File: src/rtl/ias_regs.svh
// Register offsets, field positions and the baud reload reset value
`ifndef IAS_REGS_SVH
`define IAS_REGS_SVH
`define IAS_OFS_CTRL   5'h00
`define IAS_OFS_STAT   5'h04
`define IAS_OFS_MASK   5'h08
`define IAS_OFS_BAUD   5'h0c
`define IAS_OFS_XBUF   5'h10
`define IAS_CTRL_ACK_SEQUENCE_ENABLE 0
`define IAS_CTRL_ACK_DATA_VALUE 1
`define IAS_CTRL_PEN   2
`define IAS_ST_IRQ     0
`define IAS_ST_WRITE_COLLISION_FLAG    1
`define IAS_ST_STOP    2
`define IAS_ST_BUSY    3
`define IAS_ST_HOLD    4
`define IAS_BAUD_RST   8'h63
`endif

File: src/rtl/ias_pkg.sv
// Types shared by the acknowledge and stop sequencer
package ias_pkg;
  // Sequencer phases
  typedef enum logic [3:0] {
    IAS_IDLE, IAS_ACK_LOW, IAS_ACK_RISE, IAS_ACK_HIGH,
    IAS_STOP_LOW, IAS_STOP_CNT, IAS_STOP_SCLR, IAS_STOP_HIGH,
    IAS_STOP_REL, IAS_STOP_END
  } ias_state_t;
  // Sticky event flags, same layout for status and mask
  typedef struct packed {
    logic stop_det;
    logic write_collision_flag;
    logic irq_flag;
  } ias_flags_t;
endpackage : ias_pkg

File: src/rtl/ias_sequencer.sv
// I2C master acknowledge and stop sequencer with Avalon-MM register slave
// Operation
// RL1: Ack enable pulls clock low, shows ack data
// RL2: Software chooses ack data before starting
// RL3: One rollover later, release clock line
// RL4: Clock sampled high, one rollover, drive low
// RL5: Ack end: clear enable, stop counter, idle
// RL6: Buffer write during ack: collision, discarded
// RL7: Clock held low after ninth falling edge
// RL8: Stop enable drives data line low
// RL9: Data sampled low, reload, timeout releases clock
// RL10: One rollover later, release data line
// RL11: Data high while clock high: stop detected
// RL12: One rollover later: clear enable, set irq
// RL13: Buffer write during stop: collision, ignored
// RL14: Flags sticky; no start while busy
//
// Chosen here: the address map and register access over Avalon-MM.
`timescale 1ns/1ps
`include "ias_regs.svh"
module ias_sequencer (
  input  wire logic        sys_clk,
  input  wire logic        rst,
  input  wire logic [4:0]  av_address,
  input  wire logic        av_read,
  input  wire logic        av_write,
  input  wire logic [31:0] av_writedata,
  output logic      [31:0] av_readdata,
  output logic             av_waitrequest,
  input  wire logic        serial_clock_pin_in,
  output logic             serial_clock_pin_out,
  output logic             serial_clock_pin_oe,
  input  wire logic        serial_data_pin_in,
  output logic             serial_data_pin_out,
  output logic             serial_data_pin_oe,
  output logic             irq
);
  // Sequencer state and its next value
  ias_pkg::ias_state_t state;
  ias_pkg::ias_state_t next_state;
  // Control bits of serial_port_control_two
  logic       ack_sequence_enable;
  logic       ack_data_value;
  logic       stop_sequence_enable;
  logic       scl_hold;              // Clock parked low after a byte
  logic [7:0] baud_reload;           // Rollover reload value
  logic [7:0] brg_cnt;               // Rollover down counter
  logic [7:0] serial_transfer_buffer;
  // Sticky flags and their mask
  ias_pkg::ias_flags_t flags;
  ias_pkg::ias_flags_t mask;
  ias_pkg::ias_flags_t next_flags;
  ias_pkg::ias_flags_t flag_set;
  ias_pkg::ias_flags_t flag_clr;
  logic       bus_ack;               // One wait state then answer

  // Bus decode
  wire req        = av_read | av_write;
  wire take       = req & bus_ack;
  wire wr         = av_write & take;
  wire wr_ctrl    = wr & (av_address == `IAS_OFS_CTRL);
  wire wr_stat    = wr & (av_address == `IAS_OFS_STAT);
  wire wr_mask    = wr & (av_address == `IAS_OFS_MASK);
  wire wr_baud    = wr & (av_address == `IAS_OFS_BAUD);
  wire wr_xbuf    = wr & (av_address == `IAS_OFS_XBUF);
  wire busy       = (state != ias_pkg::IAS_IDLE);
  wire ack_go     = wr_ctrl & ~busy & av_writedata[`IAS_CTRL_ACK_SEQUENCE_ENABLE];
  wire stop_go    = wr_ctrl & ~busy & ~av_writedata[`IAS_CTRL_ACK_SEQUENCE_ENABLE]
                    & av_writedata[`IAS_CTRL_PEN];
  wire counting   = (state == ias_pkg::IAS_ACK_LOW)
                  | (state == ias_pkg::IAS_ACK_HIGH)
                  | (state == ias_pkg::IAS_STOP_CNT)
                  | (state == ias_pkg::IAS_STOP_HIGH)
                  | (state == ias_pkg::IAS_STOP_END);
  wire brg_tick   = counting & (brg_cnt == 8'h00);
  wire brg_load   = (next_state != state) | brg_tick;
  wire stop_seen  = (state == ias_pkg::IAS_STOP_REL)
                    & serial_data_pin_in & serial_clock_pin_in;
  wire seq_done   = brg_tick & ((state == ias_pkg::IAS_ACK_HIGH)
                    | (state == ias_pkg::IAS_STOP_END));

  // Read data mux
  wire [31:0] ctrl_rd = {29'h0, stop_sequence_enable, ack_data_value,
                         ack_sequence_enable};
  wire [31:0] stat_rd = {27'h0, scl_hold, busy, flags};
  wire [31:0] rd_mux =
      (av_address == `IAS_OFS_CTRL) ? ctrl_rd :
      (av_address == `IAS_OFS_STAT) ? stat_rd :
      (av_address == `IAS_OFS_MASK) ? {29'h0, mask} :
      (av_address == `IAS_OFS_BAUD) ? {24'h0, baud_reload} :
      (av_address == `IAS_OFS_XBUF) ? {24'h0, serial_transfer_buffer} :
      32'h0;

  // Waitrequest high in the first cycle of each request
  assign av_waitrequest = req & ~bus_ack;

  // Open-drain pins only ever pull low
  assign serial_clock_pin_out = 1'b0;
  assign serial_data_pin_out  = 1'b0;

  // Answer timing and registered read data
  always_ff @(posedge sys_clk) begin
    if (rst) begin
      bus_ack     <= 1'b0;
      av_readdata <= 32'h0;
    end else begin
      bus_ack <= req & ~bus_ack;
      if (req & ~bus_ack) begin
        av_readdata <= rd_mux;
      end
    end
  end

  // Phase sequencing
  always_comb begin
    next_state = state;
    case (state)
      ias_pkg::IAS_IDLE: begin
        if (ack_go) begin
          next_state = ias_pkg::IAS_ACK_LOW;      // [RL1] [RL14]
        end else if (stop_go) begin
          next_state = ias_pkg::IAS_STOP_LOW;     // [RL8] [RL14]
        end
      end
      ias_pkg::IAS_ACK_LOW: begin
        if (brg_tick) begin
          next_state = ias_pkg::IAS_ACK_RISE;     // [RL3]
        end
      end
      ias_pkg::IAS_ACK_RISE: begin
        if (serial_clock_pin_in) begin
          next_state = ias_pkg::IAS_ACK_HIGH;     // [RL4]
        end
      end
      ias_pkg::IAS_ACK_HIGH: begin
        if (brg_tick) begin
          next_state = ias_pkg::IAS_IDLE;         // [RL4] [RL5]
        end
      end
      ias_pkg::IAS_STOP_LOW: begin
        if (!serial_data_pin_in) begin
          next_state = ias_pkg::IAS_STOP_CNT;     // [RL9]
        end
      end
      ias_pkg::IAS_STOP_CNT: begin
        if (brg_tick) begin
          next_state = ias_pkg::IAS_STOP_SCLR;    // [RL9]
        end
      end
      ias_pkg::IAS_STOP_SCLR: begin
        if (serial_clock_pin_in) begin
          next_state = ias_pkg::IAS_STOP_HIGH;
        end
      end
      ias_pkg::IAS_STOP_HIGH: begin
        if (brg_tick) begin
          next_state = ias_pkg::IAS_STOP_REL;     // [RL10]
        end
      end
      ias_pkg::IAS_STOP_REL: begin
        if (stop_seen) begin
          next_state = ias_pkg::IAS_STOP_END;     // [RL11]
        end
      end
      ias_pkg::IAS_STOP_END: begin
        if (brg_tick) begin
          next_state = ias_pkg::IAS_IDLE;         // [RL12]
        end
      end
      default: begin
        next_state = ias_pkg::IAS_IDLE;
      end
    endcase
  end

  // Pin drive per phase, registered from the next phase
  wire next_ack = (next_state == ias_pkg::IAS_ACK_LOW)
                | (next_state == ias_pkg::IAS_ACK_RISE)
                | (next_state == ias_pkg::IAS_ACK_HIGH);
  wire next_stop_sda = (next_state == ias_pkg::IAS_STOP_LOW)
                     | (next_state == ias_pkg::IAS_STOP_CNT)
                     | (next_state == ias_pkg::IAS_STOP_SCLR)
                     | (next_state == ias_pkg::IAS_STOP_HIGH);
  // Only an ack end parks the clock; a finished stop leaves the bus free
  wire ack_done  = seq_done & (state == ias_pkg::IAS_ACK_HIGH);
  wire next_hold = (scl_hold | ack_done) & ~stop_go
                   & (next_state == ias_pkg::IAS_IDLE);
  wire next_scl_oe = (next_state == ias_pkg::IAS_ACK_LOW)
                   | (next_state == ias_pkg::IAS_STOP_LOW)
                   | (next_state == ias_pkg::IAS_STOP_CNT)
                   | next_hold;
  wire next_ack_data_value = wr_ctrl ? av_writedata[`IAS_CTRL_ACK_DATA_VALUE] : ack_data_value;
  wire next_sda_oe = (next_ack & ~next_ack_data_value) | next_stop_sda;

  // State, pins and the rollover counter
  always_ff @(posedge sys_clk) begin
    if (rst) begin
      state               <= ias_pkg::IAS_IDLE;
      serial_clock_pin_oe <= 1'b0;
      serial_data_pin_oe  <= 1'b0;
      brg_cnt             <= 8'h00;
    end else begin
      state               <= next_state;
      serial_clock_pin_oe <= next_scl_oe;        // [RL1] [RL3] [RL7] [RL9]
      serial_data_pin_oe  <= next_sda_oe;        // [RL1] [RL8] [RL10]
      if (brg_load) begin
        brg_cnt <= baud_reload;                  // [RL9]
      end else if (counting && brg_cnt != 8'h00) begin
        brg_cnt <= brg_cnt - 8'h01;
      end
    end
  end

  // Control bits; the two enables self-clear at each sequence end, ack data keeps its value
  always_ff @(posedge sys_clk) begin
    if (rst) begin
      ack_sequence_enable  <= 1'b0;
      ack_data_value       <= 1'b0;
      stop_sequence_enable <= 1'b0;
      scl_hold             <= 1'b0;
      baud_reload          <= `IAS_BAUD_RST;
      mask                 <= '0;
    end else begin
      ack_data_value <= next_ack_data_value;
      scl_hold       <= next_hold;               // [RL7]
      if (ack_go) begin
        ack_sequence_enable <= 1'b1;
      end else if (seq_done) begin
        ack_sequence_enable <= 1'b0;             // [RL5]
      end
      if (stop_go) begin
        stop_sequence_enable <= 1'b1;
      end else if (seq_done) begin
        stop_sequence_enable <= 1'b0;            // [RL12]
      end
      if (wr_baud) begin
        baud_reload <= av_writedata[7:0];
      end
      if (wr_mask) begin
        mask <= av_writedata[2:0];
      end
    end
  end

  // Buffer write is discarded while a sequence runs
  always_ff @(posedge sys_clk) begin
    if (rst) begin
      serial_transfer_buffer <= 8'h00;
    end else if (wr_xbuf && !busy) begin
      serial_transfer_buffer <= av_writedata[7:0]; // [RL6] [RL13]
    end
  end

  // Sticky flags: set wins over write-one-to-clear
  always_comb begin
    flag_set          = '0;
    flag_set.irq_flag = seq_done & (state == ias_pkg::IAS_STOP_END);
    flag_set.write_collision_flag     = wr_xbuf & busy;          // [RL6] [RL13]
    flag_set.stop_det = stop_seen;               // [RL11]
    flag_clr          = wr_stat ? av_writedata[2:0] : 3'h0;
    next_flags        = (flags & ~flag_clr) | flag_set; // [RL14]
  end

  // Mask as it stands after this edge, so irq follows a mask write at once
  wire [2:0] next_mask = wr_mask ? av_writedata[2:0] : mask;

  // Flags and the level interrupt
  always_ff @(posedge sys_clk) begin
    if (rst) begin
      flags <= '0;
      irq   <= 1'b0;
    end else begin
      flags <= next_flags;
      irq   <= |(next_flags & next_mask);
    end
  end
endmodule : ias_sequencer

File: config.mk
export PLATFORM = sky130hd
export DESIGN_NAME = ias_sequencer
export DESIGN_NICKNAME = d
export VERILOG_FILES = /design/src/rtl/ias_pkg.sv /design/src/rtl/ias_sequencer.sv
export VERILOG_INCLUDE_DIRS = /design/src /design/src/rtl
export SDC_FILE = /design/constraint.sdc
export NUM_CORES = 1
export LEC_CHECK = 0
export BUFFER_PORTS_ARGS = -buffer_cell sky130_fd_sc_hd__buf_2
export CORE_MARGIN = 3
export CORE_UTILIZATION = 29
export CTS_CLUSTER_SIZE = 8
export DETAILED_ROUTE_END_ITERATION = 8
export PLACE_DENSITY = 0.63
export SLEW_MARGIN = 20
export SYNTH_ARGS = -nofsm -noshare
export SYNTH_HDL_FRONTEND = slang
export SYNTH_SLANG_ARGS = --single-unit
File: constraint.sdc
create_clock -name sys_clk -period 2.1 [get_ports sys_clk]
set_input_delay 0.315 -clock sys_clk [delete_from_list [all_inputs] [get_ports sys_clk]]
set_output_delay 0.315 -clock sys_clk [all_outputs]
set_load 0.02 [all_outputs]
==> out/metrics.yaml, run 1 <==
status: "finished, final reports clean"
final-seq-area_um2: 1000
n_fill_cell: 877
die_w_um: 101
synth_commonest_cells: "50 x dfxtp_1, 41 x nand2_1, 31 x nor2_1"
synthDistinctLibCells: 58
routed_via_density: 5.07
crit_required_ns: 2.33
first_iter_violations: 132
avgSynthCellArea_um2: 8.49
start_kind: "register"
final_nets: 385
antenna_found_initial: 0
fin_util_pct: 34.8
rows: 33
die_y_um: 101
crit_path_max_fanout: 5
syn_to_final_growth_pct: 13.0
pwr-share-comb_pct: 10.3
wire_per_inst_um: 14.3
io_pins: 81
pwr-share-clk_pct: 37.4
dp_hpwl_um: 4850
drc: 0
core-area_um2: 8460
grt_max_degree: 29
yosysTopAreaCell: "dfxtp_1"
antenna_left: 0
gp_congestion: 0.809
netlist_area_um2: 2610
grt_overflow: 0
synth_top_area_share_pct: 38.4
multi_input_area_um2: 1420
worstSetupPathType: "register to register"
port_buffers: 30
power_mw: 1.85
end_kind: "register"
yosysSeqAreaShare_pct: 38.4
fin_worst_skew_ns: 0.0103
synth-seq-cells: 50
dr.pass1.iters: 4
setup_viol: 0
p_seq_share_pct: 52.3
wl_um: 6400
p_int_mw: 1.37
first_global_vias: 2101
cts.sinks: 50
leakagePower_nw: 1.15
clk_latency_ns: 0.31
start_util_pct: 30.8
num_antenna_cells: 0
stdcell_area_um2: 2950
yosysWarningCount: 0
use_met3_pct: 2.63
cts_root_buffer: "clkbuf_8"
synth_edf_count: 0
cp_data_arrival_time_ns: 2.20
switchingPower_uw: 477
fmax_mhz: 507
peakVddDrop_mv: 0.456
post-route-min-period_ns: 1.97
h-tree-depth: 2
busiest_layer: "met2"
cts_tree: "done"
power_density_nw_per_um2: 627
yosysMostFrequentCell: "dfxtp_1"
slew_viol_final: 0
hold_class: "input pin to register"
async_reset_ff_share_pct: 0
grtUsageTotal_pct: 12.7
synthCells: 307
postPlaceCellArea_um2: 2810
setup_tns_ns: 0
clk_pin_slew_ns: 0.10
synth_ff_type: "dfxtp_1"
vias: 2260
cts_made_buffers: 5
hold_viol: 0
met2_usage_pct: 19.4
drive_above_1_share_pct: 18.8
grt_use_met1_pct: 18.5
synth.top_cells.by_area: "dfxtp_1 38%, buf_4 7.5%, nand2_1 5.9%"
period_share_pct: 94.0
clock_path_buffers: 2
grt_pass1_wl_um: 10400
swShare_pct: 25.8
dieArea_um2: 10200
drv_cap: 0
-- cells by family after synthesis --
kind of cell	synth area share, %
DFF	38.4
other	0.144
buffers and inverters	11.3
AOI/OAI and AO/OA	15.7
muxes	4.89
adders and majority gates	0.960
and+or+nand+nor	26.2
xor gates and xnor gates	2.35
-- power by group through the flow --
stage	registers, mW	clock network (mW)	logic [mW]
after floorplan	0.997	0	0.158
after global placement	0.988	0	0.185
after detailed placement	0.989	0	0.188
after CTS	0.967	0.712	0.189
after global routing	0.969	0.753	0.209
final	0.966	0.691	0.190
-- sequential cells by signal (all words and copies together), names as in the netlist --
name                    cells
av_readdata                 8
baud_reload                 8
brg_cnt                     8
serial_transfer_buffer      8
state                       4
flags                       3
mask                        3
ack_data_value              1
ack_sequence_enable         1
bus_ack                     1
irq                         1
scl_hold                    1
serial_clock_pin_oe         1
serial_data_pin_oe          1
stop_sequence_enable        1
-- metrics by stage --
step / setup slack, ns / hold WS [ns] / cells
2_1_floorplan: 0.127 / 0.432 / 332
4_1_cts: 0.0226 / 0.231 / 444
5_1_grt: -0.0153 / 0.239 / 446
3_3_place_gp: 0.100 / 0.439 / 436
6_report: 0.127 / 0.238 / 446
3_5_place_dp: 0.0487 / 0.446 / 436
-- final timing paths --
kind                               endpoint  slack, ns  cells after the start                 startpoint
setup / recovery                 brg_cnt[4]       0.13                      7                 brg_cnt[0]
hold / removal               baud_reload[5]       0.24                      3            av_writedata[5]
setup reg to reg                 brg_cnt[4]       0.13                      7                 brg_cnt[0]
hold reg to reg   serial_transfer_buffer[6]       0.46                      2  serial_transfer_buffer[6]
-- worst max-delay path: stages, from the launching register on --
cell and delay (ns):
dfxtp_2 0.36, inv_1 0.06, ha_1 0.20, nor3b_4 0.17, a211o_2 0.35, or4_1 0.42
xor2_1 0.15, a211oi_1 0.18
-- final cells by class --
type / count / area share, %
Inverter: 9 / 1.15
Multi-Input combinational cell: 231 / 48.1
Clock buffer: 5 / 2.34
Tap cell: 105 / 4.46
Clock inverter: 3 / 1.49
Sequential cell: 50 / 34.0
Timing Repair Buffer: 43 / 8.41
-- layer usage --
metal  vias up  routed length, µm
met5         -                  0
met1      1074               3010
met3         5                428
met2        70               2930
li1       1111                  -
met4         0                 25
-- timing repair --
| item | 4_1_cts | 5_1_grt |
|---|---|---|
| gates resized for setup | 0 | 3 |
| hold buffers | 0 | 0 |
| endpoints found under the setup margin | 0 | 6 |
| setup buffers | 0 | 2 |
-- cell usage in the layout (no fill, tap or decap), types with 2 or more instances in the layout --
cell	instances
inv_1	8
a31oi_1	2
and2_1	2
mux2i_1	6
a22oi_1	3
a2bb2oi_1	3
o21ai_0	3
conb_1	26
a221oi_1	6
xor2_1	5
mux4_2	3
dfxtp_1	49
nand3_1	9
xnor2_1	2
ha_1	2
nand2_1	41
nor3_1	12
nor2b_1	2
a211oi_1	6
buf_2	30
a32oi_1	4
nor4_1	3
o21a_1	2
or4_1	2
nand2b_1	3
a311oi_1	2
buf_4	13
nor2_1	31
clkbuf_8	5
nand4_1	6
nor4b_1	2
a21oi_1	17
No activity file was read; power rests on OpenSTA's default activity.
==> inputs of run 2 (changes only) <==
Settings changed: CELL_PAD_IN_SITES_DETAIL_PLACEMENT set to 1, CELL_PAD_IN_SITES_GLOBAL_PLACEMENT set to 1, PLACE_DENSITY 0.63 to 0.78.
==> out/metrics.yaml, run 2 (synthesized netlist as in run 1, its figures left out) <==
slew_viol_final: 0  # unchanged
drive_above_1_share_pct: 20.4  # was 18.8%
rows: 33  # unchanged
crit_required_ns: 2.32  # was 2.33 ns
dp.cells: 435  # was 436
syn_to_final_growth_pct: 13.1  # was 13.0%
gp_congestion: 0.823  # was 0.809
cts_tree: "done"  # unchanged
clk_latency_ns: 0.30  # was 0.31 ns
peakVddDrop_mv: 0.292  # was 0.456 mV
post-route-min-period_ns: 2.01  # was 1.97 ns
setup_tns_ns: 0  # unchanged
port_buffers: 30  # unchanged
crit_slowest_cell: "or4_4"  # was or4_1
crit_path_cell_trace: "inv_1 -> ha_1 -> nor3b_4 -> a211o_2 -> or4_4 -> xor2_1 -> a211oi_1"  # was inv_1 -> ha_1 -> nor3b_4 -> a211o_2 -> or4_1 -> xor2_1 -> a211oi_1
leakagePower_nw: 1.16  # was 1.15 nW
end_kind: "register"  # unchanged
clk_pin_slew_ns: 0.09  # was 0.10 ns
drv_cap: 0  # unchanged
postPlaceCellArea_um2: 2800  # was 2810 µm²
cts_made_buffers: 5  # unchanged
worstSetupPathType: "register to register"  # unchanged
hold_class: "input pin to register"  # unchanged
grtUsageTotal_pct: 14.1  # was 12.7%
cp_data_arrival_time_ns: 2.23  # was 2.20 ns
period_share_pct: 95.6  # was 94.0%
final_common_cell: "dfxtp_1"  # unchanged
place_ws_ns: -0.0212  # was 0.0487 ns
final_cell_mix: "46 x dfxtp_1, 41 x nand2_1, 31 x nor2_1"  # was 49 x dfxtp_1, 41 x nand2_1, 31 x nor2_1
status: "finished, final reports clean"  # unchanged
cts_root_buffer: "clkbuf_8"  # unchanged
num_antenna_cells: 0  # unchanged
wl_um: 7250  # was 6400 µm
dp_hpwl_um: 5430  # was 4850 µm
vias: 2274  # was 2260
hold_viol: 0  # unchanged
whs_ns: 0.240  # was 0.238 ns
tightest_slew_ns: 0.607
cts.sinks: 50  # unchanged
dieArea_um2: 10200  # unchanged
die_y_um: 101  # unchanged
first_iter_violations: 102  # was 132
worst_slack_ns: 0.0919  # was 0.127 ns
fin_worst_skew_ns: 0.00599  # was 0.0103 ns
first_global_vias: 2336  # was 2101
routed_via_density: 5.08  # was 5.07
start_kind: "register"  # unchanged
power_density_nw_per_um2: 581  # was 627 nW/µm²
dr.pass1.iters: 4  # unchanged
fin_cells: 448  # was 446
final_nets: 388  # was 385
clock_path_buffers: 2  # unchanged
io_pins: 81  # unchanged
grt_max_degree: 34  # was 29
antenna_found_initial: 0  # unchanged
slew_headroom_pct: 59.5
core-area_um2: 8460  # unchanged
h-tree-depth: 2  # unchanged
cpPeakStageDelay_ns: 0.42  # about the same
grt_overflow: 0  # unchanged
start_util_pct: 30.8  # unchanged
crit_path_max_fanout: 5  # unchanged
drc: 0  # unchanged
fmax_mhz: 498  # was 507 MHz
antenna_left: 0  # unchanged
setup_viol: 0  # unchanged
wire_per_inst_um: 16.2  # was 14.3 µm
die_w_um: 101  # unchanged
reg2reg_slack_ns: 0.09  # was 0.13 ns
stdcell_area_um2: 2950  # about the same
grt_pass1_wl_um: 11500  # was 10400 µm
-- run 2: changes by cell type in the layout (fill, tap and decap cells not counted), sizes merged --
cell / previous run / this run
buf: 43 / 46
bufinv: 1 / 0
clkbuf: 5 / 6
clkinv: 2 / 1
clkinvlp: 0 / 1
inv: 9 / 8
-- run 2: routing by layer --
metal | GRT usage (%) | wire (µm) | vias up | part of all wire (%)
li1 | - | - | 1111 | -
met2 | 23.9 | 3670 | 48 | 51
met5 | 0 | 0 | - | 0
met4 | 3.32 | 70 | 0 | 0.97
met3 | 2.77 | 318 | 9 | 4.4
met1 | 18.3 | 3190 | 1106 | 44
-- run 2: timing repair --
item | 4_1_cts | 5_1_grt
hold endpoints to repair | 0 | 0
endpoints found under the setup margin | 5 | 5
pin swaps | 1 | 5
hold buffers | 0 | 0
setup buffers | 1 | 5
resized for setup | 2 | 7
-- run 2: worst max-delay path: cells and delay by family (launching register included) --
family	cells	cell delay, ns
adders and majority gates	1	0.21
AOI/OAI and AO/OA	2	0.55
and+or+nand+nor	2	0.60
buffers and inverters	1	0.06
DFF	1	0.35
xor gates and xnor gates	1	0.16
-- run 2: stage by stage --
step           utilization [%]  power (mW)
2_1_floorplan                -        1.15
3_3_place_gp              33.1        1.17
3_5_place_dp              33.1        1.18
4_1_cts                   34.2        1.73
5_1_grt                   34.8        1.79
6_report                  34.8        1.71
-- run 2: final cells by class --
cell class              count  area [µm²]
fillers                  1019        5520
multi-input cells         231        1430
flip-flops and latches     50        1010
repair buffers             46         270
well taps                 105         131
clock buffers               6        72.6
inverters                   9        33.8
clock inverters             1        7.51
-- run 2: worst paths after layout --
| path | endpoint | cells past startpoint | from |
|---|---|---|---|
| worst max register to register | brg_cnt[4] | 7 | brg_cnt[0] |
| worst min register to register | serial_transfer_buffer[3] | 2 | serial_transfer_buffer[3] |
| worst min-delay path | baud_reload[5] | 3 | av_writedata[5] |
| worst max-delay path | brg_cnt[4] | 7 | brg_cnt[0] |
-- run 2: where the power goes --
part	internal [mW]	leakage [nW]	switching, mW
combinational	0.0542	0.713	0.139
clock	0.230	0.0373	0.325
sequential	0.959	0.406	0.00739
